--- config.mk ---
export PLATFORM = sky130hd
export DESIGN_NAME = dkf_ctrl
export DESIGN_NICKNAME = d
export VERILOG_FILES = /design/src/hdl/dkf_pkg.sv /design/src/hdl/dkf_ctrl.sv
export SDC_FILE = /design/constraint.sdc
export NUM_CORES = 1
export LEC_CHECK = 0
export BUFFER_PORTS_ARGS = -buffer_cell sky130_fd_sc_hd__buf_2
export CAP_MARGIN = 30
export CORE_UTILIZATION = 45
export CTS_CLUSTER_DIAMETER = 40
export DETAILED_ROUTE_END_ITERATION = 8
export PLACE_DENSITY = 0.7
export SYNTH_ARGS = -nofsm -noshare
export SYNTH_HDL_FRONTEND = slang
export SYNTH_SLANG_ARGS = --single-unit
--- constraint.sdc ---
create_clock -name clk_i -period 2 [get_ports clk_i]
set_input_delay 0.4 -clock clk_i [delete_from_list [all_inputs] [get_ports clk_i]]
set_output_delay 0.4 -clock clk_i [all_outputs]
set_load 0.03 [all_outputs]
--- src/hdl/dkf_pkg.sv ---
package dkf_pkg;
  // Clock rate and the address-confirmed hold time, least time rounded up
  localparam int CLK_MHZ     = 25;
  localparam int ADC_HOLD_NS = 16000;
  localparam int ADC_CYCLES  = (ADC_HOLD_NS * CLK_MHZ + 999) / 1000;
  // Word geometry: 12 data bits, 13 bit cells, 11-bit track word address
  localparam logic [3:0] DATA_BITS = 4'hc;
  localparam logic [3:0] CELL_BITS = 4'hd;
  localparam logic [3:0] ADDR_BITS = 4'hb;
  // Programmed I/O sub-device selects
  localparam logic [1:0] SEL_MEM  = 2'h0;
  localparam logic [1:0] SEL_EXT  = 2'h1;
  localparam logic [1:0] SEL_FLAG = 2'h2;
  // Status word field positions (bit 11 is the leftmost accumulator bit)
  localparam int ST_GAP  = 11;
  localparam int ST_TUS  = 6;
  localparam int ST_CF   = 3;
  localparam int ST_LATE = 2;
  localparam int ST_UNIT = 1;
  localparam int ST_PAR  = 0;
  // Values after reset
  localparam logic [11:0] DWA_RST = 12'h000;
  localparam logic [4:0]  TUS_RST = 5'h00;
  localparam logic [8:0]  ADC_RST = 9'h000;

  typedef enum logic [1:0] {ST_IDLE, ST_SEARCH, ST_XFER} dkf_state_e;

  // One programmed I/O cycle: valid, sub-device, pulse bits 1/2/4
  typedef struct packed {
    logic       valid;
    logic [1:0] sel;
    logic [2:0] pulse;
  } dkf_iot_s;
endpackage

--- src/hdl/dkf_ctrl.sv ---
`timescale 1ns/1ps
// Summary of operation
// - Error sense skips only with no late, parity or lock error
// - Late flag on unserviced or unaccepted break
// - Parity fault on bad read parity
// - Lower-half lockout write sets low error
// - Upper-half lockout write sets high error
// - Extender lock error shares status position
// - Address match flag held; sense skips
// - Status bit 11 shows gap mark
// - Status word field layout
// - Interrupt when transfer done sets
// - Missing unit: no transfer, flag, interrupt
// - Master plus up to three extenders
// - Write start loads address, requests break
// - Address increments until count overflow
// - 16 tracks, 2048 words, 13 bits
// - Address decoded serially over one word
// - Transfer at word after recognised address
// - Interleaved physical address order assumed
// - NRZI: toggle on ones only
// - 13th cell resets flux for parity
// - Read pulse is one, none zero
// - Read same as write, reversed direction
// - Completion sense skips when done
// - Clear resets address, flags, request
// - Write start clears accumulator, parity and done flags
// - Address wrap carries into track/unit
module dkf_ctrl (
  input  wire logic              clk_i,
  input  wire logic              rst_n_i,
  input  wire dkf_pkg::dkf_iot_s iot_i,
  input  wire logic [11:0]       ac_i,
  input  wire logic [2:0]        core_field_i,
  output logic                   skip_o,
  output logic                   ac_clear_o,
  output logic                   ac_load_o,
  output logic [11:0]            ac_data_o,
  output logic                   irq_o,
  output logic                   brk_req_o,
  output logic                   brk_write_o,
  output logic [11:0]            brk_data_o,
  input  wire logic              addr_accept_i,
  input  wire logic [11:0]       brk_data_i,
  input  wire logic              count_overflow_i,
  input  wire logic              clock_timing_track_i,
  input  wire logic              address_timing_track_i,
  input  wire logic              word_mark_i,
  input  wire logic              gap_mark_i,
  input  wire logic              read_flux_i,
  input  wire logic [3:0]        unit_present_i,
  input  wire logic [1:0]        master_unit_i,
  input  wire logic [3:0]        lock_low_i,
  input  wire logic [3:0]        lock_high_i,
  output logic                   flux_toggle_o,
  output logic                   write_en_o,
  output logic [3:0]             track_o,
  output logic [1:0]             unit_o
);
  dkf_pkg::dkf_state_e state_q, state_d;
  logic [11:0] dwa_q, dwa_d, buf_q, buf_d, ac_data_d;
  logic [4:0]  tus_q, tus_d;
  logic [12:0] rd_q, rd_d;
  logic [10:0] ashift_q;
  logic [3:0]  bit_q;
  logic [8:0]  adc_q;
  logic dir_q, dir_d, brk_q, brk_d, ovf_q, ovf_d, done_q, done_d, miss_q, miss_d;
  logic late_q, late_d, par_q, par_d, lol_q, lol_d, loh_q, loh_d, exp_q, exp_d;
  logic flux_q, flux_d, gap_q, skip_q, acc_q, acl_q, irq_q, wen_q, fin;

  // Instruction decode, one programmed I/O cycle per valid
  wire [2:0] p          = iot_i.pulse;
  wire       iot_mem    = iot_i.valid && iot_i.sel == dkf_pkg::SEL_MEM;
  wire       iot_ext    = iot_i.valid && iot_i.sel == dkf_pkg::SEL_EXT;
  wire       iot_flg    = iot_i.valid && iot_i.sel == dkf_pkg::SEL_FLAG;
  wire       do_clear   = iot_mem && p[0];
  wire       do_read    = iot_mem && p[1] && !p[2];
  wire       do_write   = iot_mem && p[2];
  wire       ext_clear  = iot_ext && p[0];
  wire       adc_sense  = iot_ext && p[1];
  wire       ext_load   = iot_ext && p[2];
  wire       err_sense  = iot_flg && p[0];
  wire       done_sense = iot_flg && p[1] && !p[2];
  wire       dwa_read   = iot_flg && p[2];

  // Status word and error summary
  wire        err_any  = late_q | par_q | lol_q | loh_q | exp_q;
  wire        adc_w    = adc_q != dkf_pkg::ADC_RST;
  wire [11:0] status_w = {gap_q, tus_q, core_field_i, late_q, miss_q | exp_q, par_q};
  // Disk address as one 17-bit count: unit, track, word
  wire [16:0] nxt_w    = {tus_q, dwa_q} + 17'h00001;
  wire [1:0]  unit_w   = tus_q[4:3];
  wire        unit_ok  = unit_present_i[unit_w];
  wire        nxt_ok   = unit_present_i[nxt_w[16:15]];
  wire        strobe   = clock_timing_track_i;
  wire        match_w  = word_mark_i && ashift_q == dwa_q[10:0];
  wire        lock_hit = tus_q[2] ? lock_high_i[unit_w] : lock_low_i[unit_w];
  wire        extender = unit_w != master_unit_i;
  wire        svc      = brk_q && addr_accept_i;
  wire [4:0]  tus_or   = adc_sense ? 5'h00 : ac_i[10:6];

  // Bit cell counter and serial address decode within each word period
  always_ff @(posedge clk_i or negedge rst_n_i) begin
    if (!rst_n_i) begin
      bit_q    <= 4'h0;
      ashift_q <= 11'h000;
    end else if (word_mark_i) begin
      bit_q    <= 4'h0;
    end else if (strobe && bit_q < dkf_pkg::CELL_BITS) begin
      bit_q    <= bit_q + 4'h1;
      if (bit_q < dkf_pkg::ADDR_BITS)
        ashift_q <= {ashift_q[9:0], address_timing_track_i};
    end
  end

  // Address confirmed hold, diagnostic only
  always_ff @(posedge clk_i or negedge rst_n_i) begin
    if (!rst_n_i)
      adc_q <= dkf_pkg::ADC_RST;
    else if (do_clear)
      adc_q <= dkf_pkg::ADC_RST;
    else if (match_w)
      adc_q <= 9'(dkf_pkg::ADC_CYCLES);
    else if (adc_w)
      adc_q <= adc_q - 9'h001;
  end

  // Transfer control; later statements take priority over earlier ones
  always_comb begin
    state_d = state_q;
    dwa_d = dwa_q;
    tus_d = tus_q;
    dir_d = dir_q;
    brk_d = brk_q;
    buf_d = buf_q;
    rd_d = rd_q;
    ovf_d = ovf_q;
    done_d = done_q;
    miss_d = miss_q;
    late_d = late_q;
    par_d = par_q;
    lol_d = lol_q;
    loh_d = loh_q;
    exp_d = exp_q;
    flux_d = flux_q;
    fin = 1'b0;
    // Break serviced: a write takes its word, overflow ends the block
    if (svc) begin
      brk_d = 1'b0;
      ovf_d = ovf_q | count_overflow_i;
      if (dir_q)
        buf_d = brk_data_i;
      else if (count_overflow_i)
        fin = 1'b1;
    end
    case (state_q)
      dkf_pkg::ST_SEARCH: begin
        if (match_w && dir_q && lock_hit) begin
          lol_d = lol_q | !tus_q[2];
          loh_d = loh_q | tus_q[2];
          exp_d = exp_q | extender;
          fin = 1'b1;
        end else if (match_w) begin
          state_d = dkf_pkg::ST_XFER;
          if (dir_q && brk_q)
            late_d = 1'b1;
        end
      end
      dkf_pkg::ST_XFER: begin
        if (strobe && dir_q && bit_q < dkf_pkg::DATA_BITS) begin
          flux_d = flux_q ^ buf_q[11];
          buf_d = {buf_q[10:0], 1'b0};
        end
        if (strobe && dir_q && bit_q == dkf_pkg::DATA_BITS)
          flux_d = 1'b0;
        if (strobe && !dir_q && bit_q < dkf_pkg::CELL_BITS)
          rd_d = {rd_q[11:0], read_flux_i};
        // Word end: step the address, then feed or drain the break channel
        if (word_mark_i) begin
          {tus_d, dwa_d} = nxt_w;
          state_d = dkf_pkg::ST_SEARCH;
          if (brk_q)
            late_d = 1'b1;
          if (!dir_q) begin
            buf_d = rd_q[12:1];
            par_d = par_q | (^rd_q);
            brk_d = 1'b1;
          end else if (ovf_q) begin
            fin = 1'b1;
          end else begin
            brk_d = 1'b1;
          end
          if (!nxt_ok && !fin) begin
            miss_d = 1'b1;
            state_d = dkf_pkg::ST_IDLE;
          end
        end
      end
      default: ;
    endcase
    if (fin) begin
      done_d = 1'b1;
      state_d = dkf_pkg::ST_IDLE;
    end
    // Clear instruction; lock flags also drop so software can retry
    if (do_clear) begin
      dwa_d = dkf_pkg::DWA_RST;
      par_d = 1'b0;
      done_d = 1'b0;
      miss_d = 1'b0;
      late_d = 1'b0;
      lol_d = 1'b0;
      loh_d = 1'b0;
      exp_d = 1'b0;
      brk_d = 1'b0;
      state_d = dkf_pkg::ST_IDLE;
    end
    // Read or write start; an absent unit gets no transfer
    if (do_read || do_write) begin
      dwa_d = ac_i;
      dir_d = do_write;
      par_d = 1'b0;
      done_d = 1'b0;
      ovf_d = 1'b0;
      flux_d = 1'b0;
      if (!unit_ok) begin
        miss_d = 1'b1;
        state_d = dkf_pkg::ST_IDLE;
      end else begin
        brk_d = do_write;
        state_d = dkf_pkg::ST_SEARCH;
      end
    end
    // Track and unit select: clear, then or in the accumulator
    if (ext_clear)
      tus_d = dkf_pkg::TUS_RST;
    if (ext_load)
      tus_d = tus_d | tus_or;
  end

  // Answers to the processor, one cycle after the instruction
  wire skip_d = (err_sense && !err_any) || (done_sense && done_q)
                || (adc_sense && adc_w);
  wire acl_d  = do_read || do_write || adc_sense || (iot_flg && p[1] && p[2]);
  assign ac_data_d = ext_load ? status_w : (dwa_read ? dwa_q : 12'h000);

  always_ff @(posedge clk_i or negedge rst_n_i) begin
    if (!rst_n_i) begin
      skip_q <= 1'b0;
      acl_q <= 1'b0;
      acc_q <= 1'b0;
      ac_data_o <= 12'h000;
      gap_q <= 1'b0;
      irq_q <= 1'b0;
      wen_q <= 1'b0;
    end else begin
      skip_q <= skip_d;
      acl_q <= acl_d;
      acc_q <= ext_load || dwa_read;
      ac_data_o <= ac_data_d;
      gap_q <= gap_mark_i;
      irq_q <= done_d || miss_d;
      wen_q <= state_d == dkf_pkg::ST_XFER && dir_d;
    end
  end

  // Control state registers
  always_ff @(posedge clk_i or negedge rst_n_i) begin
    if (!rst_n_i) begin
      state_q <= dkf_pkg::ST_IDLE;
      dwa_q <= dkf_pkg::DWA_RST;
      tus_q <= dkf_pkg::TUS_RST;
      buf_q <= 12'h000;
      rd_q <= 13'h0000;
      {dir_q, brk_q, ovf_q, done_q, miss_q, late_q} <= 6'h00;
      {par_q, lol_q, loh_q, exp_q, flux_q} <= 5'h00;
    end else begin
      state_q <= state_d;
      dwa_q <= dwa_d;
      tus_q <= tus_d;
      buf_q <= buf_d;
      rd_q <= word_mark_i ? 13'h0000 : rd_d;
      {dir_q, brk_q, ovf_q, done_q, miss_q, late_q} <= {dir_d, brk_d, ovf_d, done_d, miss_d, late_d};
      {par_q, lol_q, loh_q, exp_q, flux_q} <= {par_d, lol_d, loh_d, exp_d, flux_d};
    end
  end

  assign skip_o = skip_q;
  assign ac_clear_o = acl_q;
  assign ac_load_o = acc_q;
  assign irq_o = irq_q;
  assign brk_req_o = brk_q;
  assign brk_write_o = dir_q;
  assign brk_data_o = buf_q;
  assign flux_toggle_o = flux_q;
  assign write_en_o = wen_q;
  assign track_o = {tus_q[2:0], dwa_q[11]};
  assign unit_o = tus_q[4:3];
endmodule

==> results of run 1 <==
-- metrics by stage --
step / cell area [um2] / total power (uW) / setup WS [ns]
global route: 6280 / 6230 / -0.256
CTS: 6110 / 5820 / -0.185
detailed placement: 5800 / 4400 / -0.207
global placement: 5800 / 4330 / -0.153
finish: 6280 / 5900 / -0.191
floorplan: 4920 / 3760 / -0.103
-- cell type report --
class                   count  share of cell area [%]
clock inverters             2                   0.558
well taps                 136                    2.71
inverters                  15                   0.896
multi-input cells         353                    39.1
flip-flops and latches     97                    38.7
clock buffers              14                    2.75
repair buffers            155                    15.2
-- registers in the layout (all words and copies together), names as in the netlist, 2 cells and up --
name        cells
bit_q           4
adc_q           9
ac_data_o      12
state_q         2
dwa_q          12
brk_data_o     12
rd_q           13
ashift_q       11
tus_q           5
-- worst max path at each step --
stage | to | slack [ns] | cells after the start
after floorplan | adc_q[4] | -0.10 | 7
after global placement | adc_q[4] | -0.15 | 7
after detailed placement | adc_q[4] | -0.21 | 7
after CTS | adc_q[4] | -0.19 | 7
after global routing | adc_q[4] | -0.26 | 7
final | adc_q[5] | -0.19 | 7
-- logic make-up after synthesis --
logic type	count (synthesis)
mux	18
xor+xnor	52
flops	97
buf+inv	40
fa+ha+maj	7
compound gates	103
simple gates	173
-- report_power, final --
part           switching, uW  leakage [uW]  total (uW)  internal [uW]
combinational           1010       0.00162        1920            907
clock                    645      0.000107        1330            681
sequential               330       0.00127        2650           2320
total                   1990       0.00300        5900           3910
-- critical path, stage by stage (launching register included) --
cell and delay, ns:
dfrtp_1 0.39, or4_4 0.55, or4b_4 0.50, or2_4 0.28, nand2_4 0.07, or3_4 0.12
xor2_1 0.12, nor2_1 0.05
-- what timing repair did --
| action | in CTS | in global routing |
|---|---|---|
| resized for setup | 11 | 26 |
| setup endpoints to repair | 12 | 20 |
| hold buffers | 0 | 0 |
| buffers inserted | 6 | 9 |
| pin swaps | 4 | 8 |
-- metal layers --
metal	part of all wire [%]	vias to the layer above	track usage, %	routed length (um)
li1	-	2022	-	-
met1	44	2082	30.1	5430
met2	50	139	38.1	6200
met3	4.7	21	2.88	586
met4	1.5	0	8.13	190
met5	0	-	0	0
-- cell usage in the layout (no fill, tap or decap), types with 4 or more instances in the layout --
master    instances
dfrtp_2           6
buf_2            92
o22ai_1          11
ha_1              6
nand2_1          62
xnor2_1          30
nor2_2            5
o21a_1            4
buf_4            59
a22o_1           25
nor2_1           28
and3_1            4
inv_1            15
dfrtp_1          91
xnor2_2           6
a31oi_1           8
nor2b_1           7
xor2_1           16
nor3_1            7
a21oi_1          20
nand4_1          12
o21ai_0          20
nand3_1          17
clkbuf_8         12
mux2_2           11
==> metrics.txt, run 1 <==
TritonRoute pass-1 iters=4; max cap viols=0; drt drc=0; post-route setup slack=-0.191 ns; CTS Buf Count=9; Worst-Margin Slew=around 0.55 ns; routed wire length=roughly 12000 um; Fillers=approximately 900; post-synthesis cell count=about 500; clk_skew=0.0118 ns; leak pwr=~0.0030 uW; DP Wirelength=approximately 8900 um; GRT Total Usage=a little under a quarter; crit path launch=adc_q[6]; mux contribution to synthesized area=under 10%; worst-skew pair later-pin latency=about 0.36 ns; complex-gate fraction of the synthesized area=between 10% and 20%; sequential area share after synthesis=49.6%; final-report setup violation count=11; share of flip-flops with an asynchronous set or reset=100%; area of the die=0.0113 mm2; num rows=37; first-pass GRT wire length=around 20000 um; Post-Synth Simple-Gate Area=between 10% and 20%; largest family of logic cells by synthesized area=simple AND/OR/NAND/NOR gates; Hold Crit Class=in -> async; Max VDD drop=approximately 0.39 mV; syn_nets=about 550; fmax=~460 MHz; xor and xnor fraction of the mapped netlist area=9.30%; Max Buffers Root-to-Sink=2; Multi-input gate area=~0.0025 mm2; power density cells=around 940 mW/mm2; WHS=0.0487 ns; r2r endpoint=adc_q[5]; post-layout util=between 60% and 70%; # IOs=94; RSZ-0062 raised after global routing=true; vias per inst=around 5.5; initial antenna violation count=0; post-synthesis register bit count=97; number of flops mapped to enable cells by yosys=0; Nets=693; wire per inst=16.1 um; slew margin rel.=63.6%; Die H=between 100 and 150 um; adder-cell area share of the yosys netlist=1.74%; crit-path max FO=3; Non-Filler Instances=between 700 and 800; Routed Antenna Nets=0; total grt overflow=0; CTS tree=done; prevailing post-synth register cell=dfrtp_1; Crit path required time=about 2.3 ns; Diodes inserted=0; Die Wd=106 um; root buffer cell=clkbuf_8; setup TNS=-1.27 ns; # port buffers=93; area leader, netlist=dfrtp_1; count of cell types in the netlist=between 40 and 50; nature of the critical path endpoint=register; Crit Path Category=reg -> reg; Yosys top cell area share=between 40% and 50%; failing checks=setup timing; core area=0.0104 mm2; mapped cell area=roughly 0.0049 mm2; CTS H-tree lvls=3; Initial Util=a little under half; GPL Wtd Cong=slightly below 0.9; warnings from Yosys=0; CP startpoint kind=register; initial drt markers=between 200 and 250; Data arrival, critical path=~2.4 ns; share of layout cells above drive strength 1=between 30% and 40%; worst r2r src=adc_q[6]; Worst R2R Setup Slack=-0.19 ns; CTS Sinks=97; register area=0.00243 mm2; synth top area cells=dfrtp_1 50%, xnor2_1 6.4%, nand2_1 4.9%; syn avg cell area=roughly 10 um2; number of slew-limit violations in the final report=0; cell with the most instances after synthesis=dfrtp_1; Cell Count Post-Placement=between 700 and 800; routed vias=roughly 4300; vias in the first global route=roughly 4200; period utilization=110%; outcome=complete, but fails checks; largest net degree at the start of global routing=between 90 and 100; post-layout min period=~2.2 ns; Area growth, synth to finish=28.4%; Final Hold Vio Count=0; Post-synth top cells=97 x dfrtp_1, 64 x nand2_1, 36 x xnor2_1; R2R cell count=7; Clock Pin Slew Worst Setup and Hold Paths=approximately 0.09 ns
Note: power is estimated with default switching activity, not from simulation.
==> run 2, diff against run 1 <==
SKIP_CTS_REPAIR_TIMING = 1   (was not set)
==> run 2 against run 1 <==
First-iteration DRC count increased by 4.7%. Sequential cell count unchanged. Utilization increased by 0.13 points. The flow still finishes with violations (setup timing). Highest routed layer unchanged. Cell area increased by 0.22%. Critical path type unchanged. Critical path depth unchanged.
==> metrics.txt, run 2 (same netlist as run 1, synthesis figures left out) <==
Cell Count Post-Placement=741 (unchanged); failing checks=setup timing; CTS H-tree lvls=3 (unchanged); largest net degree at the start of global routing=98 (unchanged); Area growth, synth to finish=28.7%; post-route setup slack=-0.218 ns (-0.0267 ns); Max Buffers Root-to-Sink=2 (unchanged); # IOs=94 (unchanged); vias per inst=5.51 (-0.32%); Die Wd=106 um (unchanged); Crit path required time=2.25 ns (about the same); final-report setup violation count=11 (unchanged); number of slew-limit violations in the final report=0 (unchanged); routed vias=4245 (-0.45%); total grt overflow=0 (unchanged); period utilization=111% (+1.3 points); core area=0.0104 mm2 (unchanged); Hold Crit Class=in -> async; Worst-Margin Slew=0.523 ns (-0.0224 ns); Max VDD drop=0.398 mV (+2.5%); Largest register FFs=13 (unchanged); Clock Pin Slew Worst Setup and Hold Paths=0.09 ns (about the same); initial antenna violation count=0 (unchanged); Data arrival, critical path=2.47 ns (+0.03 ns); slew margin rel.=65.1% (+1.5 points); # port buffers=93 (unchanged); nature of the critical path endpoint=register; clk_skew=0.0128 ns (+0.000971 ns); DP Wirelength=8850 um (unchanged); power density cells=939 mW/mm2 (about the same); Final Hold Vio Count=0 (unchanged); worst-skew pair later-pin latency=0.37 ns (about the same); GPL Wtd Cong=0.880 (unchanged); CTS Sinks=97 (unchanged); drt drc=0 (unchanged); leak pwr=0.00300 uW (about the same); most common cell after layout, fill and taps aside=buf_2; TritonRoute pass-1 iters=5 (+1); fmax=451 MHz (-1.2%); DP Worst Slack=-0.207 ns (unchanged); root buffer cell=clkbuf_8; Largest Register=rd_q; Routed Antenna Nets=0 (unchanged); routed wire length=12400 um (+0.32%); wire per inst=16.1 um (+0.45%); Initial Util=47.0% (unchanged); RSZ-0062 raised after global routing=true; GRT Total Usage=22.4% (-0.25 points); Non-Filler Instances=771 (-0.13%); area of the die=0.0113 mm2 (unchanged); Nets=692 (-0.14%); outcome=complete, but fails checks; max cap viols=0 (unchanged); initial drt markers=223 (+4.7%); CTS tree=done; crit-path max FO=3 (unchanged); CTS Buf Count=9 (unchanged); CP startpoint kind=register; most frequent cells in the layout=92 x buf_2, 88 x dfrtp_1, 62 x nand2_1; vias in the first global route=4121 (-1.2%); first-pass GRT wire length=19900 um (-0.86%); share of layout cells above drive strength 1=35.9% (+1.0 points); Crit Path Category=reg -> reg; Diodes inserted=0 (unchanged); Fillers=890 (+0.34%); num rows=37 (unchanged); Die H=106 um (unchanged); post-layout min period=2.22 ns (+0.0267 ns)
run 2: cell count changes in the layout (fill, tap and decap cells not counted), moves of 2 or more:
| cell | before | now |
|---|---|---|
| dfrtp_1 | 91 | 88 |
| dfrtp_2 | 6 | 9 |
| xnor2_1 | 30 | 27 |
| xnor2_2 | 6 | 9 |
| buf_6 | 3 | 1 |
run 2: final timing paths:
path / end / from / slack, ns / depth (start not counted)
worst max-delay path: adc_q[5] / adc_q[6] / -0.22 / 7
worst min-delay path: brk_data_o[6] / rst_n_i / 0.07 / 2
worst max register to register: adc_q[5] / adc_q[6] / -0.22 / 7
worst min register to register: ac_data_o[11] / gap_q / 0.49 / 1
max in group asynchronous: tus_q[4] / rst_n_i / 1.49 / 2
min in group clk_i: gap_q / gap_mark_i / 0.14 / 1
run 2: per-stage QoR:
step / total power [uW] / setup TNS (ns) / hold WS [ns] / cell area (um2) / util [%]
after floorplan: 3760 / -0.304 / 0.104 / 4920 / -
after global placement: 4330 / -0.453 / 0.473 / 5800 / 55.7
after detailed placement: 4400 / -0.996 / 0.474 / 5800 / 55.7
after CTS: 5730 / -1.23 / 0.103 / 6000 / 57.6
after global routing: 6250 / -2.11 / 0.131 / 6300 / 60.5
final: 5910 / -1.11 / 0.0734 / 6300 / 60.5
run 2: final cells by class:
cell class	instances	area [um2]	area share [%]
well taps	136	170	2.70
clock buffers	14	173	2.74
clock inverters	2	35.0	0.556
flip-flops and latches	97	2440	38.7
inverters	15	56.3	0.894
multi-input cells	353	2480	39.4
repair buffers	154	942	15.0
run 2: worst max-delay path, stage by stage, from the launching register on:
cell     delay (ns)
dfrtp_1        0.39
or4_4          0.55
or4b_4         0.52
or2_4          0.27
nand2_2        0.08
or3_4          0.12
xor2_1         0.13
nor2_1         0.05
run 2: layer usage:
layer  vias to the layer above  GRT usage [%]  part of all wire (%)  wire length (um)
li1                       2016              -                     -                 -
met5                         -              0                     0                 0
met4                         0           7.64                   1.8               221
met1                      2076           30.3                    44              5530
met2                       132           37.3                    50              6170
met3                        21           2.82                   4.3               529
run 2: report_power, final:
| part | leakage, uW | switching [uW] | internal [uW] |
|---|---|---|---|
| logic | 0.00163 | 998 | 923 |
| clock network | 0.000107 | 646 | 681 |
| registers | 0.00126 | 343 | 2320 |
| total | 0.00300 | 1990 | 3920 |
